--- config.mk ---
export PLATFORM = sky130hd
export DESIGN_NAME = plugin_counter_mainframe_port
export DESIGN_NICKNAME = d
export VERILOG_FILES = /design/src/rtl/digit_select_map.v /design/src/rtl/plugin_counter_mainframe_port.v
export VERILOG_INCLUDE_DIRS = /design/src /design/src/rtl
export SDC_FILE = /design/constraint.sdc
export NUM_CORES = 1
export LEC_CHECK = 0
export ABC_AREA = 1
export BUFFER_PORTS_ARGS = -buffer_cell sky130_fd_sc_hd__buf_2
export CORE_MARGIN = 3
export CORE_UTILIZATION = 46
export CTS_BUF_LIST = sky130_fd_sc_hd__clkbuf_2 sky130_fd_sc_hd__clkbuf_4 sky130_fd_sc_hd__clkbuf_8
export DETAILED_ROUTE_END_ITERATION = 10
export HOLD_SLACK_MARGIN = 0.1
export PLACE_DENSITY = 0.8
export SLEW_MARGIN = 25
export SYNTH_ARGS = -nofsm -noshare
export SYNTH_HDL_FRONTEND = slang
export SYNTH_SLANG_ARGS = --single-unit
--- constraint.sdc ---
create_clock -name clk_sys -period 2.51 [get_ports clk_sys]
set_clock_uncertainty 0.1 [all_clocks]
set_input_delay 0 -clock clk_sys [delete_from_list [all_inputs] [get_ports clk_sys]]
set_output_delay 0 -clock clk_sys [all_outputs]
set_load 0.1 [all_outputs]
--- src/rtl/plugin_port_consts.vh ---
/*
  Constants for the plug-on counter mainframe port: measurement timing,
  decade select codes and idle levels of active-low drives.
  Assumes inclusion by bare name from the rtl folder.
*/
`ifndef PLUGIN_PORT_CONSTS_VH
`define PLUGIN_PORT_CONSTS_VH

// ----------------------------------------------------------------------
// Clock and time base
// ----------------------------------------------------------------------
`define CLK_SYS_MHZ        125
`define TB_1MHZ_FREQ_MHZ   1
// Full period of the 1 MHz feed in system cycles (125)
`define TB_1MHZ_PERIOD     (`CLK_SYS_MHZ / `TB_1MHZ_FREQ_MHZ)
// Low phase of the 1 MHz feed (62); the high phase takes the odd cycle
`define TB_1MHZ_HALF       (`CLK_SYS_MHZ / `TB_1MHZ_FREQ_MHZ / 2)
`define TB_DIV_W           7

// ----------------------------------------------------------------------
// Measurement sequencer
// ----------------------------------------------------------------------
`define SEQ_IDLE           2'b00
`define SEQ_OPEN           2'b01
`define SEQ_RUN            2'b10
`define SEQ_END            2'b11
`define GATE_TIME_W        16
`define GATE_TIME_DEF      16'h00FF
// Close request low time, long enough for a mainframe log pulse to land
`define END_HOLD           16'h0010
`define DECADE_DEF         3'h3
`define RANGE_W            4
`define RANGE_ZERO         4'h0
`define RANGE_ONE          4'h1

// ----------------------------------------------------------------------
// Idle levels of active-low drives
// ----------------------------------------------------------------------
`define LAMPS_DARK         2'h3
`define DP_ALL_OFF         5'h1F

`endif

--- src/rtl/digit_select_map.v ---
/*
  Digit select mapper: returns the digit select code for a scanned
  digit address. Purely combinational.
  Assumes address and mode come from the mainframe scan and
  reach the parent already synchronous to clk_sys.
*/
`timescale 1ns/1ps
`default_nettype none

module digit_select_map (
  input  wire [2:0] digit_address,
  input  wire       direct_display,
  input  wire [2:0] digit_offset,
  output wire [2:0] digit_select
);

  // --------------------------------------------------------------------
  // Mapping
  // --------------------------------------------------------------------
  // Direct mode joins lines; else shift by offset (combinational)
  assign digit_select = direct_display ? digit_address
                                       : digit_address + digit_offset;

endmodule

`default_nettype wire

--- src/rtl/plugin_counter_mainframe_port.v ---
/*
  Plug-on side of the counter mainframe connector: drives count signal,
  gated time base, gate open and measure-end requests, decade select,
  annunciators, decimal points, manual clear and digit select.
  Assumes all inputs synchronous to clk_sys; mainframe reset is a high
  level on mainframe_reset; pins are plain push-pull levels.
*/
`timescale 1ns/1ps
`default_nettype none
`include "plugin_port_consts.vh"

module plugin_counter_mainframe_port (
  input  wire                    clk_sys,
  input  wire                    reset_n,
  input  wire                    mainframe_reset,
  input  wire                    input_signal,
  input  wire                    measure_inhibit,
  input  wire                    exponent_n,
  input  wire                    time_base_output,
  input  wire                    start_measure,
  input  wire [`GATE_TIME_W-1:0] gate_time,
  input  wire [2:0]              decade_code,
  input  wire                    freq_units_cpm,
  input  wire [4:0]              dp_select,
  input  wire                    panel_clear_n,
  input  wire                    rear_clear_n,
  input  wire [2:0]              digit_address,
  input  wire                    direct_display,
  input  wire [2:0]              digit_offset,
  output reg                     count_signal_out,
  output wire                    gated_timebase_feed,
  output reg                     gate_open_n,
  output reg                     measure_end_n,
  output reg  [2:0]              decade_select,
  output reg                     tb_1mhz_feed,
  output reg                     unit_lamp_cycles,
  output reg                     unit_lamp_mega,
  output wire                    manual_clear_n,
  output reg                     decimal_point_one,
  output reg                     decimal_point_two,
  output reg                     decimal_point_three,
  output reg                     decimal_point_four,
  output reg                     decimal_point_five,
  output wire [2:0]              digit_select,
  output reg  [`RANGE_W-1:0]     range_steps,
  output wire                    busy
);

  // --------------------------------------------------------------------
  // Internal reset
  // --------------------------------------------------------------------
  // Mainframe reset high clears everything synchronously
  wire clr = mainframe_reset;

  reg  [1:0]              state_q;
  reg  [1:0]              state_d;
  reg  [`GATE_TIME_W-1:0] gate_cnt_q;
  reg  [`TB_DIV_W-1:0]    div_q;
  reg                     tb_gate_q;
  reg                     exp_prev_q;
  reg  [4:0]              dp_q;
  reg  [1:0]              lamp_q;

  // --------------------------------------------------------------------
  // Count signal and gated time base
  // --------------------------------------------------------------------
  // Register the conditioned input toward the mainframe counter
  always @(posedge clk_sys or negedge reset_n) begin
    if (!reset_n) begin
      count_signal_out <= 1'b0;
    end else if (clr) begin
      count_signal_out <= 1'b0;
    end else begin
      count_signal_out <= input_signal;
    end
  end

  // Time base reaches mainframe only while the gate window is on
  assign gated_timebase_feed = tb_gate_q & time_base_output;

  // Free 1 MHz feed; uneven phase split keeps the period exact
  always @(posedge clk_sys or negedge reset_n) begin
    if (!reset_n) begin
      div_q        <= {`TB_DIV_W{1'b0}};
      tb_1mhz_feed <= 1'b0;
    end else if (clr) begin
      div_q        <= {`TB_DIV_W{1'b0}};
      tb_1mhz_feed <= 1'b0;
    end else if (div_q == (tb_1mhz_feed ? `TB_1MHZ_PERIOD - `TB_1MHZ_HALF - 1
                                        : `TB_1MHZ_HALF - 1)) begin
      div_q        <= {`TB_DIV_W{1'b0}};
      tb_1mhz_feed <= ~tb_1mhz_feed;
    end else begin
      div_q        <= div_q + 1'b1;
    end
  end

  // --------------------------------------------------------------------
  // Measurement sequencer
  // --------------------------------------------------------------------
  // Next state: open gate, run gate time, release close, wait display
  always @* begin
    state_d = state_q;
    case (state_q)
      `SEQ_IDLE: begin
        // New start only once the mainframe display cycle is over
        if (start_measure && manual_clear_n && measure_inhibit) begin
          state_d = `SEQ_OPEN;
        end
      end
      `SEQ_OPEN: begin
        state_d = `SEQ_RUN;
      end
      `SEQ_RUN: begin
        if (gate_cnt_q == {`GATE_TIME_W{1'b0}}) begin
          state_d = `SEQ_END;
        end
      end
      `SEQ_END: begin
        // Hold the close request a fixed time, then release it
        if (gate_cnt_q == {`GATE_TIME_W{1'b0}}) begin
          state_d = `SEQ_IDLE;
        end
      end
      default: begin
        state_d = `SEQ_IDLE;
      end
    endcase
  end

  // State, gate counter and active-low gate drives
  always @(posedge clk_sys or negedge reset_n) begin
    if (!reset_n) begin
      state_q       <= `SEQ_IDLE;
      gate_cnt_q    <= `GATE_TIME_DEF;
      gate_open_n   <= 1'b1;
      measure_end_n <= 1'b1;
      tb_gate_q     <= 1'b0;
    end else if (clr || !manual_clear_n) begin
      state_q       <= `SEQ_IDLE;
      gate_cnt_q    <= `GATE_TIME_DEF;
      gate_open_n   <= 1'b1;
      measure_end_n <= 1'b1;
      tb_gate_q     <= 1'b0;
    end else begin
      state_q       <= state_d;
      // Pulse low for one cycle to force main gate open
      gate_open_n   <= !(state_d == `SEQ_OPEN);
      // Low permits close; release high starts display cycle
      measure_end_n <= !(state_d == `SEQ_END);
      tb_gate_q     <= (state_d == `SEQ_RUN);
      if (state_d == `SEQ_OPEN) begin
        gate_cnt_q  <= gate_time;
      end else if (state_q == `SEQ_RUN && state_d == `SEQ_END) begin
        gate_cnt_q  <= `END_HOLD;
      end else if ((state_q == `SEQ_RUN || state_q == `SEQ_END) &&
                   gate_cnt_q != {`GATE_TIME_W{1'b0}}) begin
        gate_cnt_q  <= gate_cnt_q - 1'b1;
      end
    end
  end

  assign busy = (state_q != `SEQ_IDLE);

  // --------------------------------------------------------------------
  // Auto-range step count
  // --------------------------------------------------------------------
  // Count falling edges of inverted log pulses while busy (open, run and end states)
  always @(posedge clk_sys or negedge reset_n) begin
    if (!reset_n) begin
      exp_prev_q  <= 1'b1;
      range_steps <= `RANGE_ZERO;
    end else if (clr) begin
      exp_prev_q  <= 1'b1;
      range_steps <= `RANGE_ZERO;
    end else begin
      exp_prev_q <= exponent_n;
      if (state_d == `SEQ_OPEN) begin
        range_steps <= `RANGE_ZERO;
      end else if (exp_prev_q && !exponent_n && busy) begin
        range_steps <= range_steps + `RANGE_ONE;
      end
    end
  end

  // --------------------------------------------------------------------
  // Decade select, annunciators, decimal points
  // --------------------------------------------------------------------
  // Registered display drives; lamps and decimal points active low
  always @(posedge clk_sys or negedge reset_n) begin
    if (!reset_n) begin
      decade_select <= `DECADE_DEF;
      lamp_q        <= `LAMPS_DARK;
      dp_q          <= `DP_ALL_OFF;
    end else if (clr) begin
      decade_select <= `DECADE_DEF;
      lamp_q        <= `LAMPS_DARK;
      dp_q          <= `DP_ALL_OFF;
    end else begin
      decade_select <= decade_code;
      lamp_q        <= {~freq_units_cpm, freq_units_cpm};
      dp_q          <= ~dp_select;
    end
  end

  // Fan out to individual pins
  always @* begin
    unit_lamp_cycles    = lamp_q[0];
    unit_lamp_mega      = lamp_q[1];
    decimal_point_one   = dp_q[0];
    decimal_point_two   = dp_q[1];
    decimal_point_three = dp_q[2];
    decimal_point_four  = dp_q[3];
    decimal_point_five  = dp_q[4];
  end

  // --------------------------------------------------------------------
  // Manual clear and digit select
  // --------------------------------------------------------------------
  // Either source pulls the clear low
  assign manual_clear_n = panel_clear_n & rear_clear_n;

  digit_select_map u_map (
    .digit_address  (digit_address),
    .direct_display (direct_display),
    .digit_offset   (digit_offset),
    .digit_select   (digit_select)
  );

endmodule

`default_nettype wire

Word-level counts from Yosys, hierarchy flattened --
Cells that the tools add are included.
Storage, ports and cells: output and inout bits 24, input port bits 42, register bits after elaboration 45, word-level logic and storage cells 74
Operators by class: add/subtract/negate cells 4, bitwise logic cells 5, reduce and logical (&&, ||, !) cells 19, equal/unequal tests 7, muxes and demuxes 26
Operator list (number):
- two-way mux 16 bit | 4
- zero test 16 bit | 1
- nonzero test 16 bit | 1
- subtractor 16 x 1 -> 16 bit, second input constant | 1
- two-way mux 7 bit | 2
- two-way mux 2 bit | 6
- two-way mux 4 bit | 3
- == test 2 bit, second input constant | 4
- one-hot mux 2 bit (4 select lines) | 1
- adder 7 x 1 -> 7 bit, second input constant | 1
- == test 7 x 6 -> 1 bit | 1
- two-way mux 1 bit | 7
- logical AND 1 bit | 6
- two-way mux 3 bit | 2
- two-way mux 5 bit | 1
- NOT 5 bit | 1
- adder 4 x 1 -> 4 bit, second input constant | 1
- == test 2 x 1 -> 1 bit, second input constant | 2
- zero test 1 bit | 4
- nonzero test 2 bit | 2
- nonzero test 4 bit | 1
- adder 3 bit | 1
- nonzero test 3 bit | 1
- AND 1 bit | 2
- other kinds (3) | 5

Logic depth before layout (Yosys ltp) --
Gate-level depths: netlist of the first run.
depth after elaboration 10, gate-level depth with buffers 11, gate-level depth less buffers 11

Cells and area by module --
Synthesis of the first run repeated with hierarchy kept, for this count alone.
Second synthesis, totals: cell total of the unflattened synthesis 361, area, all modules 2731.4 µm²
Modules (own cells, without submodules):
- plugin_counter_mainframe_port | cells an instance 343, sequential area each 1151.1 µm², area each 2627.5 µm², instances 1
- digit_select_map | cells an instance 18, sequential area each 0.0 µm², area each 103.8 µm², instances 1

Worst setup path before layout of the first run --
No wires, ideal clock.
path type input to output, start point input digit_address[0], end point output digit_select[1], stages 4, slack -330 ps, path buffers 0, required time 2410 ps, arrival 2740 ps, cells stage by stage ha_1 inv_1 fa_1 o21ai_0
On the way: word-level cells in the longest chain between the ends 2
Ends and longest elaborated chain:
- from (decl) | RTL line plugin_counter_mainframe_port.v:27 | input wire [2:0] digit_address,
- adder 3 bit | RTL line digit_select_map.v:22 | : digit_address + digit_offset;
- two-way mux 3 bit | RTL line digit_select_map.v:21 | assign digit_select = direct_display ? digit_address
- to (decl) | RTL line plugin_counter_mainframe_port.v:44 | output wire [2:0] digit_select,
No other way between the ends.

Final worst setup path of the first run --
start point register gate_cnt_q[0], end point register tb_gate_q
On the way: word-level cells in the longest chain between the ends 5, elaborated cells on any way between the ends 6, classes of those cells eq/ne: 1; mux: 4; reduce/logical: 1
Ends and longest elaborated chain:
- from (decl) | RTL line plugin_counter_mainframe_port.v:57 | reg [`GATE_TIME_W-1:0] gate_cnt_q;
- from (signal assigned) | RTL line plugin_counter_mainframe_port.v:135 | gate_cnt_q <= `GATE_TIME_DEF;
- from (signal assigned) | RTL line plugin_counter_mainframe_port.v:141 | gate_cnt_q <= `GATE_TIME_DEF;
- from (signal assigned) | RTL line plugin_counter_mainframe_port.v:153 | gate_cnt_q <= gate_time;
- zero test 16 bit (*) | RTL line plugin_counter_mainframe_port.v:115, plugin_counter_mainframe_port.v:121
- two-way mux 2 bit (on tied branches) | RTL line plugin_counter_mainframe_port.v:121, plugin_counter_mainframe_port.v:115
- one-hot mux 2 bit (4 select lines) (*) | RTL line plugin_counter_mainframe_port.v:104 | case (state_q)
- == test 2 bit (no source line) (*)
- two-way mux 1 bit (*) | RTL line plugin_counter_mainframe_port.v:139 | end else if (clr || !manual_clear_n) begin
- to (signal assigned) | RTL line plugin_counter_mainframe_port.v:151 | tb_gate_q <= (state_d == `SEQ_RUN);
- to (decl) | RTL line plugin_counter_mainframe_port.v:59 | reg tb_gate_q;
Every way passes the cells marked *; elsewhere a longest branch is shown, timed or not. A chain may end at the register's enable or synchronous reset.

==> results of run 1 <==
path summary, 6_finish.rpt:
check / end / slack, ns / depth (start not counted)
hold / removal: gate_cnt_q[10]$_DFFE_PN0P_ / 0.12 / 2
max in group asynchronous: dp_q[0]$_DFF_PN1_ / 1.81 / 2
min in group clk_sys: gate_cnt_q[3]$_DFFE_PN1P_ / 0.17 / 6
hold reg to reg: range_steps[3]$_DFFE_PN0P_ / 0.36 / 1
setup reg to reg: tb_gate_q$_DFF_PN0_ / 0.24 / 8
setup / recovery: tb_gate_q$_DFF_PN0_ / 0.24 / 8
logic make-up (layout without fill, tap and decap cells):
| family | after synthesis | in the layout | share of synthesized area (%) |
|---|---|---|---|
| multiplexers | 2 | 2 | 0.801 |
| XOR/XNOR | 11 | 11 | 3.63 |
| AO/OA/AOI/OAI | 25 | 25 | 5.33 |
| buffers and inverters | 50 | 164 | 8.16 |
| flip-flops | 45 | 45 | 43.4 |
| AND/OR/NAND/NOR | 202 | 202 | 36.1 |
| adder cells (fa/ha/maj) | 5 | 5 | 2.64 |
registers in the layout, indices dropped and copies added, names as in the netlist:
signal            cells
state_q               2
div_q                 7
gate_open_n           1
dp_q                  5
lamp_q                2
tb_1mhz_feed          1
count_signal_out      1
range_steps           4
exp_prev_q            1
decade_select         3
measure_end_n         1
gate_cnt_q           16
tb_gate_q             1
stage by stage:
step | hold slack [ns] | setup WS, ns | cell area [um2] | std cells
4_1_cts | 0.175 | 0.155 | 3600 | 526
5_1_grt | 0.166 | 0.0567 | 3610 | 526
6_report | 0.115 | 0.237 | 3610 | 526
2_1_floorplan | -0.396 | 0.0770 | 2650 | 340
3_5_place_dp | 0.0293 | 0.473 | 3030 | 473
3_3_place_gp | 0.0258 | 0.549 | 3030 | 473
report_power, final:
| group | internal [mW] | switching, mW |
|---|---|---|
| sequential | 0.766 | 0.0272 |
| combinational | 0.124 | 0.254 |
| clock | 0.305 | 0.281 |
area by class of cell:
cell class	instances	area, um2	share of cell area, %
Timing Repair Buffer	112	793	22.0
Multi-Input combinational cell	245	1290	35.8
Clock buffer	5	68.8	1.91
Tap cell	72	90.1	2.50
Inverter	44	165	4.58
Sequential cell	45	1150	31.9
Clock inverter	3	50.0	1.39
per-layer routing:
metal  vias to the layer above  GRT usage (%)  share of wire, %
met5                         -              0                 0
met3                        12           4.61               5.8
met2                        88           36.7                50
met1                      1185           26.1                42
li1                       1279              -                 -
met4                         0           8.64               1.9
worst register-to-register path: stages, from the launching register on:
cell           delay [ns]
dfstp_2              0.38
inv_1                0.09
ha_1                 0.28
nand3_2              0.16
nor2_4               0.16
nand3_4              0.17
nand3_1              0.18
dlygate4sd3_1        0.60
nor2_1               0.06
cell usage in the layout, fill, tap and decap left out, drive strengths merged:
master / instances
dfstp: 20
fa: 1
clkbuf: 5
nand2: 95
nand3b: 1
or2: 6
a21oi: 9
o21ai: 13
a31o: 1
ha: 4
and2: 1
inv: 45
mux2: 1
nor2: 66
xor2: 8
nor3b: 1
mux2i: 1
clkinv: 1
dfrtp: 25
nor3: 2
nand3: 28
bufinv: 1
buf: 67
o21bai: 1
xnor2: 3
o211ai: 1
dlygate4sd3: 45
nand4: 2
repair_timing:
item / 4_1_cts / 5_1_grt
setup endpoints to repair: 0 / 2
hold endpoints to repair: 60 / 0
resized for setup: 0 / 1
hold buffers: 45 / 0
==> impl_metrics.env, run 1 <==
export IMPL_fp_dieArea_um2=6720
export IMPL_ys_types=39
export IMPL_die_w_um=82.0
export IMPL_irDropWorstVdd_mv=0.420
export IMPL_path_cells="inv_1 > ha_1 > nand3_2 > nor2_4 > nand3_4 > nand3_1 > dlygate4sd3_1 > nor2_1"
export IMPL_yosys_register_bits=45
export IMPL_worstReg2RegStart="gate_cnt_q[0]$_DFFE_PN1P_"
export IMPL_synthArstFlopShare_pct=100
export IMPL_synth_edf_count=0
export IMPL_period_needed_ns=2.27
export IMPL_yosys_area_top_type_share_pct=23.6
export IMPL_yosys_top_cells_count="88 x nand2_1, 52 x nor2_1, 41 x inv_1"
export IMPL_rows=27
export IMPL_cts_tree="done"
export IMPL_clock_path_buffers=2
export IMPL_finalSetupViolations=0
export IMPL_drc=0
export IMPL_final_setup_tns_ns=0
export IMPL_ys_seq_area_share_pct=43.4
export IMPL_vias_per_cell=4.87
export IMPL_post_route_period_util_pct=90.6
export IMPL_initial_core_util_pct=47.9
export IMPL_grt_pass1_wl_um=11100
export IMPL_tightestPinTransition_ns=0.563
export IMPL_crit_slowest_cell="dlygate4sd3_1"
export IMPL_synthFlopType="dfrtp_1"
export IMPL_vias=2564
export IMPL_post_dp_hpwl_um=4420
export IMPL_nNetsFinal=500
export IMPL_status="complete, no violations"
export IMPL_drtPass1Iterations=4
export IMPL_critPathArrivalTime_ns=2.38
export IMPL_worstPathRequired_ns=2.62
export IMPL_post_cts_buffers=0
export IMPL_routedWlPerCell_um=12.4
export IMPL_avgSynthCellArea_um2=7.81
export IMPL_yosysTopAreaCell="dfrtp_1"
export IMPL_p_total_mw=1.76
export IMPL_syn_inst=340
export IMPL_grt_setup_unrepaired="false"
export IMPL_max_stage_delay_ns=0.60
export IMPL_fmax_mhz=440
export IMPL_root_buffer="clkbuf_8"
export IMPL_fillerInstances=461
export IMPL_core_um2=5540
export IMPL_cts_sinks=45
export IMPL_cp_start_kind="flop"
export IMPL_synth_most_common_cell="nand2_1"
export IMPL_synth_area_um2=2650
export IMPL_layout_drive_gt1_share_pct=28.6
export IMPL_drtIter0Drc=105
export IMPL_antenna_found_initial=0
export IMPL_finish_utilization_pct=65.2
export IMPL_critPathLaunch="gate_cnt_q[0]$_DFFE_PN1P_"
export IMPL_max_cap_violations=0
export IMPL_min_path_type="primary input to async pin"
export IMPL_syn_nets=387
export IMPL_syn_to_final_growth_pct=36.0
export IMPL_grt_max_degree=46
export IMPL_drv_slew=0
export IMPL_synth_area_leaders="dfrtp_1 24%, dfstp_2 20%, nand2_1 12%"
export IMPL_path_class="flop to flop"
export IMPL_clock_latency_ns=0.31
export IMPL_die_h_um=82.0
export IMPL_antenna_cells=0
export IMPL_cts_max_level=2
export IMPL_ios=66
export IMPL_cp_max_fo=13
export IMPL_place_congestion=0.882
export IMPL_numPortBuffers=65
export IMPL_globalRouteTotalUtil_pct=21.4
export IMPL_powerDensity_nw_per_um2=487
export IMPL_slew_headroom_pct=62.4
export IMPL_crit_buf_inv=2
export IMPL_leakagePower_nw=1.89
export IMPL_grt_ovfl_total=0
export IMPL_hold_violations=0
export IMPL_clk_pin_slew_ns=0.09
export IMPL_wl_um=6520
export IMPL_cts_buffers=5
export IMPL_grt_pass1_vias=2514
export IMPL_cp_top_family="simple AND/OR/NAND/NOR gates"
export IMPL_endpoint_kind="flop"
export IMPL_final_antenna_net_count=0
export IMPL_yosys_warnings=0
Note: power is estimated with default switching activity, not from simulation.
==> run 2: changes to the inputs <==
Settings changed: PLACE_DENSITY 0.8 to 0.79, SYNTH_HIERARCHICAL from default to 1.
==> run 2 against run 1 <==
  * Final cell count increased by 4.0%
  * Worst setup slack improved by 0.13 ns
  * Combinational power about the same
  * Critical endpoint is now gate_cnt_q[0]$_DFFE_PN1P_
  * Sequential share of layout area decreased by 0.41 points
  * Clock-buffer cell count increased by 2
  * Total power decreased by 5.5%
  * Clock power decreased by 16%
  * Largest cell class unchanged
  * Critical path depth increased by 1
  * Core utilization decreased by 0.33 points
==> impl_metrics.env, run 2 <==
export IMPL_grt_ovfl_total=0
export IMPL_seqPwrFrac_pct=47.6
export IMPL_wl_um=6690
export IMPL_synth_area_um2=2730
export IMPL_drv_slew=0
export IMPL_root_buffer="clkbuf_8"
export IMPL_synth_area_leaders="dfrtp_1 23%, dfstp_2 19%, nand2_1 15%"
export IMPL_fillerInstances=497
export IMPL_yosysTopAreaCell="dfrtp_1"
export IMPL_grt_setup_unrepaired="false"
export IMPL_crit_buf_inv=2
export IMPL_antenna_cells=0
export IMPL_grt_pass1_wl_um=11700
export IMPL_core_um2=5640
export IMPL_grt_max_degree=46
export IMPL_cts_max_level=2
export IMPL_cp_max_fo=24
export IMPL_drc=0
export IMPL_max_stage_delay_ns=0.54
export IMPL_max_cap_violations=0
export IMPL_yosys_warnings=6
export IMPL_cts_tree="done"
export IMPL_path_depth=9
export IMPL_clock_latency_ns=0.30
export IMPL_slew_headroom_pct=61.9
export IMPL_leakagePower_nw=1.93
export IMPL_yosys_register_bits=45
export IMPL_r2r_slack_ns=0.37
export IMPL_cp_top_family="simple AND/OR/NAND/NOR gates"
export IMPL_path_cells="inv_1 > ha_1 > nand2_4 > nor2_4 > nand4_4 > nand3_4 > inv_2 > nand2_1 > o21ai_2"
export IMPL_vias_per_cell=4.76
export IMPL_final_setup_tns_ns=0
export IMPL_hold_violations=0
export IMPL_final_antenna_net_count=0
export IMPL_ys_seq_area_share_pct=42.1
export IMPL_clk_pin_slew_ns=0.09
export IMPL_hp_start="measure_inhibit"
export IMPL_syn_nets=408
export IMPL_numPortBuffers=65
export IMPL_seq_area_um2=1150
export IMPL_worstPathRequired_ns=2.65
export IMPL_grt_pass1_vias=2691
export IMPL_critPathLaunch="gate_cnt_q[0]$_DFFE_PN1P_"
export IMPL_layout_common_cells="111 x nand2_1, 64 x buf_2, 47 x nor2_1, 47 x inv_1, 44 x dlygate4sd3_1"
export IMPL_rows=27
export IMPL_place_congestion=0.913
export IMPL_min_path_type="primary input to flop"
export IMPL_stdcell_count=547
export IMPL_die_w_um=83.1
export IMPL_endpoint="gate_cnt_q[0]$_DFFE_PN1P_"
export IMPL_crit_slowest_cell="dfstp_2"
export IMPL_fmax_mhz=467
export IMPL_p_comb_share_pct=22.8
export IMPL_regMostFlops="gate_cnt_q"
export IMPL_antenna_found_initial=0
export IMPL_dp_cells=495
export IMPL_ys_types=32
export IMPL_layout_drive_gt1_share_pct=28.8
export IMPL_reg_top3="gate_cnt_q: 16 flops, div_q: 7 flops, dp_q: 5 flops"
export IMPL_syn_to_final_growth_pct=33.9
export IMPL_finalSetupViolations=0
export IMPL_tightestPinTransition_ns=0.571
export IMPL_cts_buffers=5
export IMPL_synth_edf_count=0
export IMPL_ios=66
export IMPL_worstReg2RegStart="gate_cnt_q[0]$_DFFE_PN1P_"
export IMPL_syn_inst=361
export IMPL_layout_commonest_cell="nand2_1"
export IMPL_swShare_pct=32.3
export IMPL_initial_core_util_pct=48.4
export IMPL_die_h_um=83.1
export IMPL_period_needed_ns=2.14
export IMPL_yosys_area_top_type_share_pct=22.9
export IMPL_routedWlPerCell_um=12.2
export IMPL_power_share_clock_pct=29.5
export IMPL_p_int_mw=1.13
export IMPL_cp_start_kind="flop"
export IMPL_clock_path_buffers=2
export IMPL_post_route_period_util_pct=85.3
export IMPL_powerDensity_nw_per_um2=454
export IMPL_yosys_top_cells_count="111 x nand2_1, 47 x inv_1, 47 x nor2_1"
export IMPL_status="complete, no violations"
export IMPL_vias=2606
export IMPL_synth_most_common_cell="nand2_1"
export IMPL_path_class="flop to flop"
export IMPL_fp_dieArea_um2=6900
export IMPL_globalRouteTotalUtil_pct=20.5
export IMPL_endpoint_kind="flop"
export IMPL_r2r_end="gate_cnt_q[0]$_DFFE_PN1P_"
export IMPL_irDropWorstVdd_mv=0.332
export IMPL_critPathArrivalTime_ns=2.28
export IMPL_avgSynthCellArea_um2=7.57
export IMPL_whs_path_depth=4
export IMPL_post_dp_hpwl_um=4590
export IMPL_synthArstFlopShare_pct=100
export IMPL_drtIter0Drc=135
export IMPL_cts_sinks=45
export IMPL_r2r_cells=9
export IMPL_drtPass1Iterations=4
export IMPL_largest_register_ffs=16
export IMPL_power_switching_uw=536
export IMPL_nNetsFinal=521
export IMPL_synthFlopType="dfrtp_1"
export IMPL_multi_input_area_um2=1340
run 2: area by class of cell:
class                   instances  area share [%]
multi-input cells             260            36.7
flip-flops and latches         45            31.5
repair buffers                111            21.4
inverters                      51            5.23
clock buffers                   7            2.46
well taps                      72            2.46
clock inverters                 1           0.205
run 2: timing repair:
item | 4_1_cts | 5_1_grt
setup buffers | 0 | 0
endpoints found under the hold margin | 60 | 0
gates resized for setup | 0 | 0
hold buffers | 44 | 0
run 2: worst min-delay path by stage:
stage,end,slack [ns]
final,gate_open_n$_DFF_PN1_,0.11
after global routing,gate_open_n$_DFF_PN1_,0.16
after CTS,gate_open_n$_DFF_PN1_,0.10
after detailed placement,dp_q[2]$_DFF_PN1_,0.03
after global placement,dp_q[2]$_DFF_PN1_,0.03
after floorplan,count_signal_out$_DFF_PN0_,-0.40
run 2: tightest hold or removal path, delay by kind of cell:
kind / cells / cell delay [ns]
buffers and inverters: 2 / 0.23
AND/OR/NAND/NOR: 2 / 0.23
run 2: cells by family after synthesis:
| family | count (synthesis) | share of synthesized area [%] |
|---|---|---|
| adders and majority gates | 5 | 2.57 |
| DFF | 45 | 42.1 |
| buffers and inverters | 56 | 8.66 |
| xor gates and xnor gates | 10 | 3.21 |
| and+or+nand+nor | 226 | 38.9 |
| AOI/OAI and AO/OA | 19 | 4.54 |
run 2: stage by stage:
step	total power, mW	setup slack, ns	utilization (%)	cell area, um2	hold slack [ns]
after global placement	1.12	0.457	55.2	3120	0.0255
after detailed placement	1.13	0.394	55.2	3120	0.0285
final	1.66	0.369	64.8	3660	0.105
after floorplan	1.04	0.495	-	2730	-0.396
after CTS	1.67	0.380	64.8	3650	0.105
after global routing	1.73	0.192	64.8	3660	0.157
run 2: power groups by stage:
stage	sequential [mW]	clock, mW	combinational [mW]
2_1_floorplan	0.884	0	0.156
3_3_place_gp	0.802	0	0.318
3_5_place_dp	0.803	0	0.325
4_1_cts	0.791	0.499	0.377
5_1_grt	0.795	0.520	0.412
6_report	0.791	0.491	0.380
run 2: metal layers:
metal  wire length, um  GRT usage, %
met1              2780          24.4
met4               138          6.54
met3               261          3.27
met2              3500          37.5
met5                 0             0
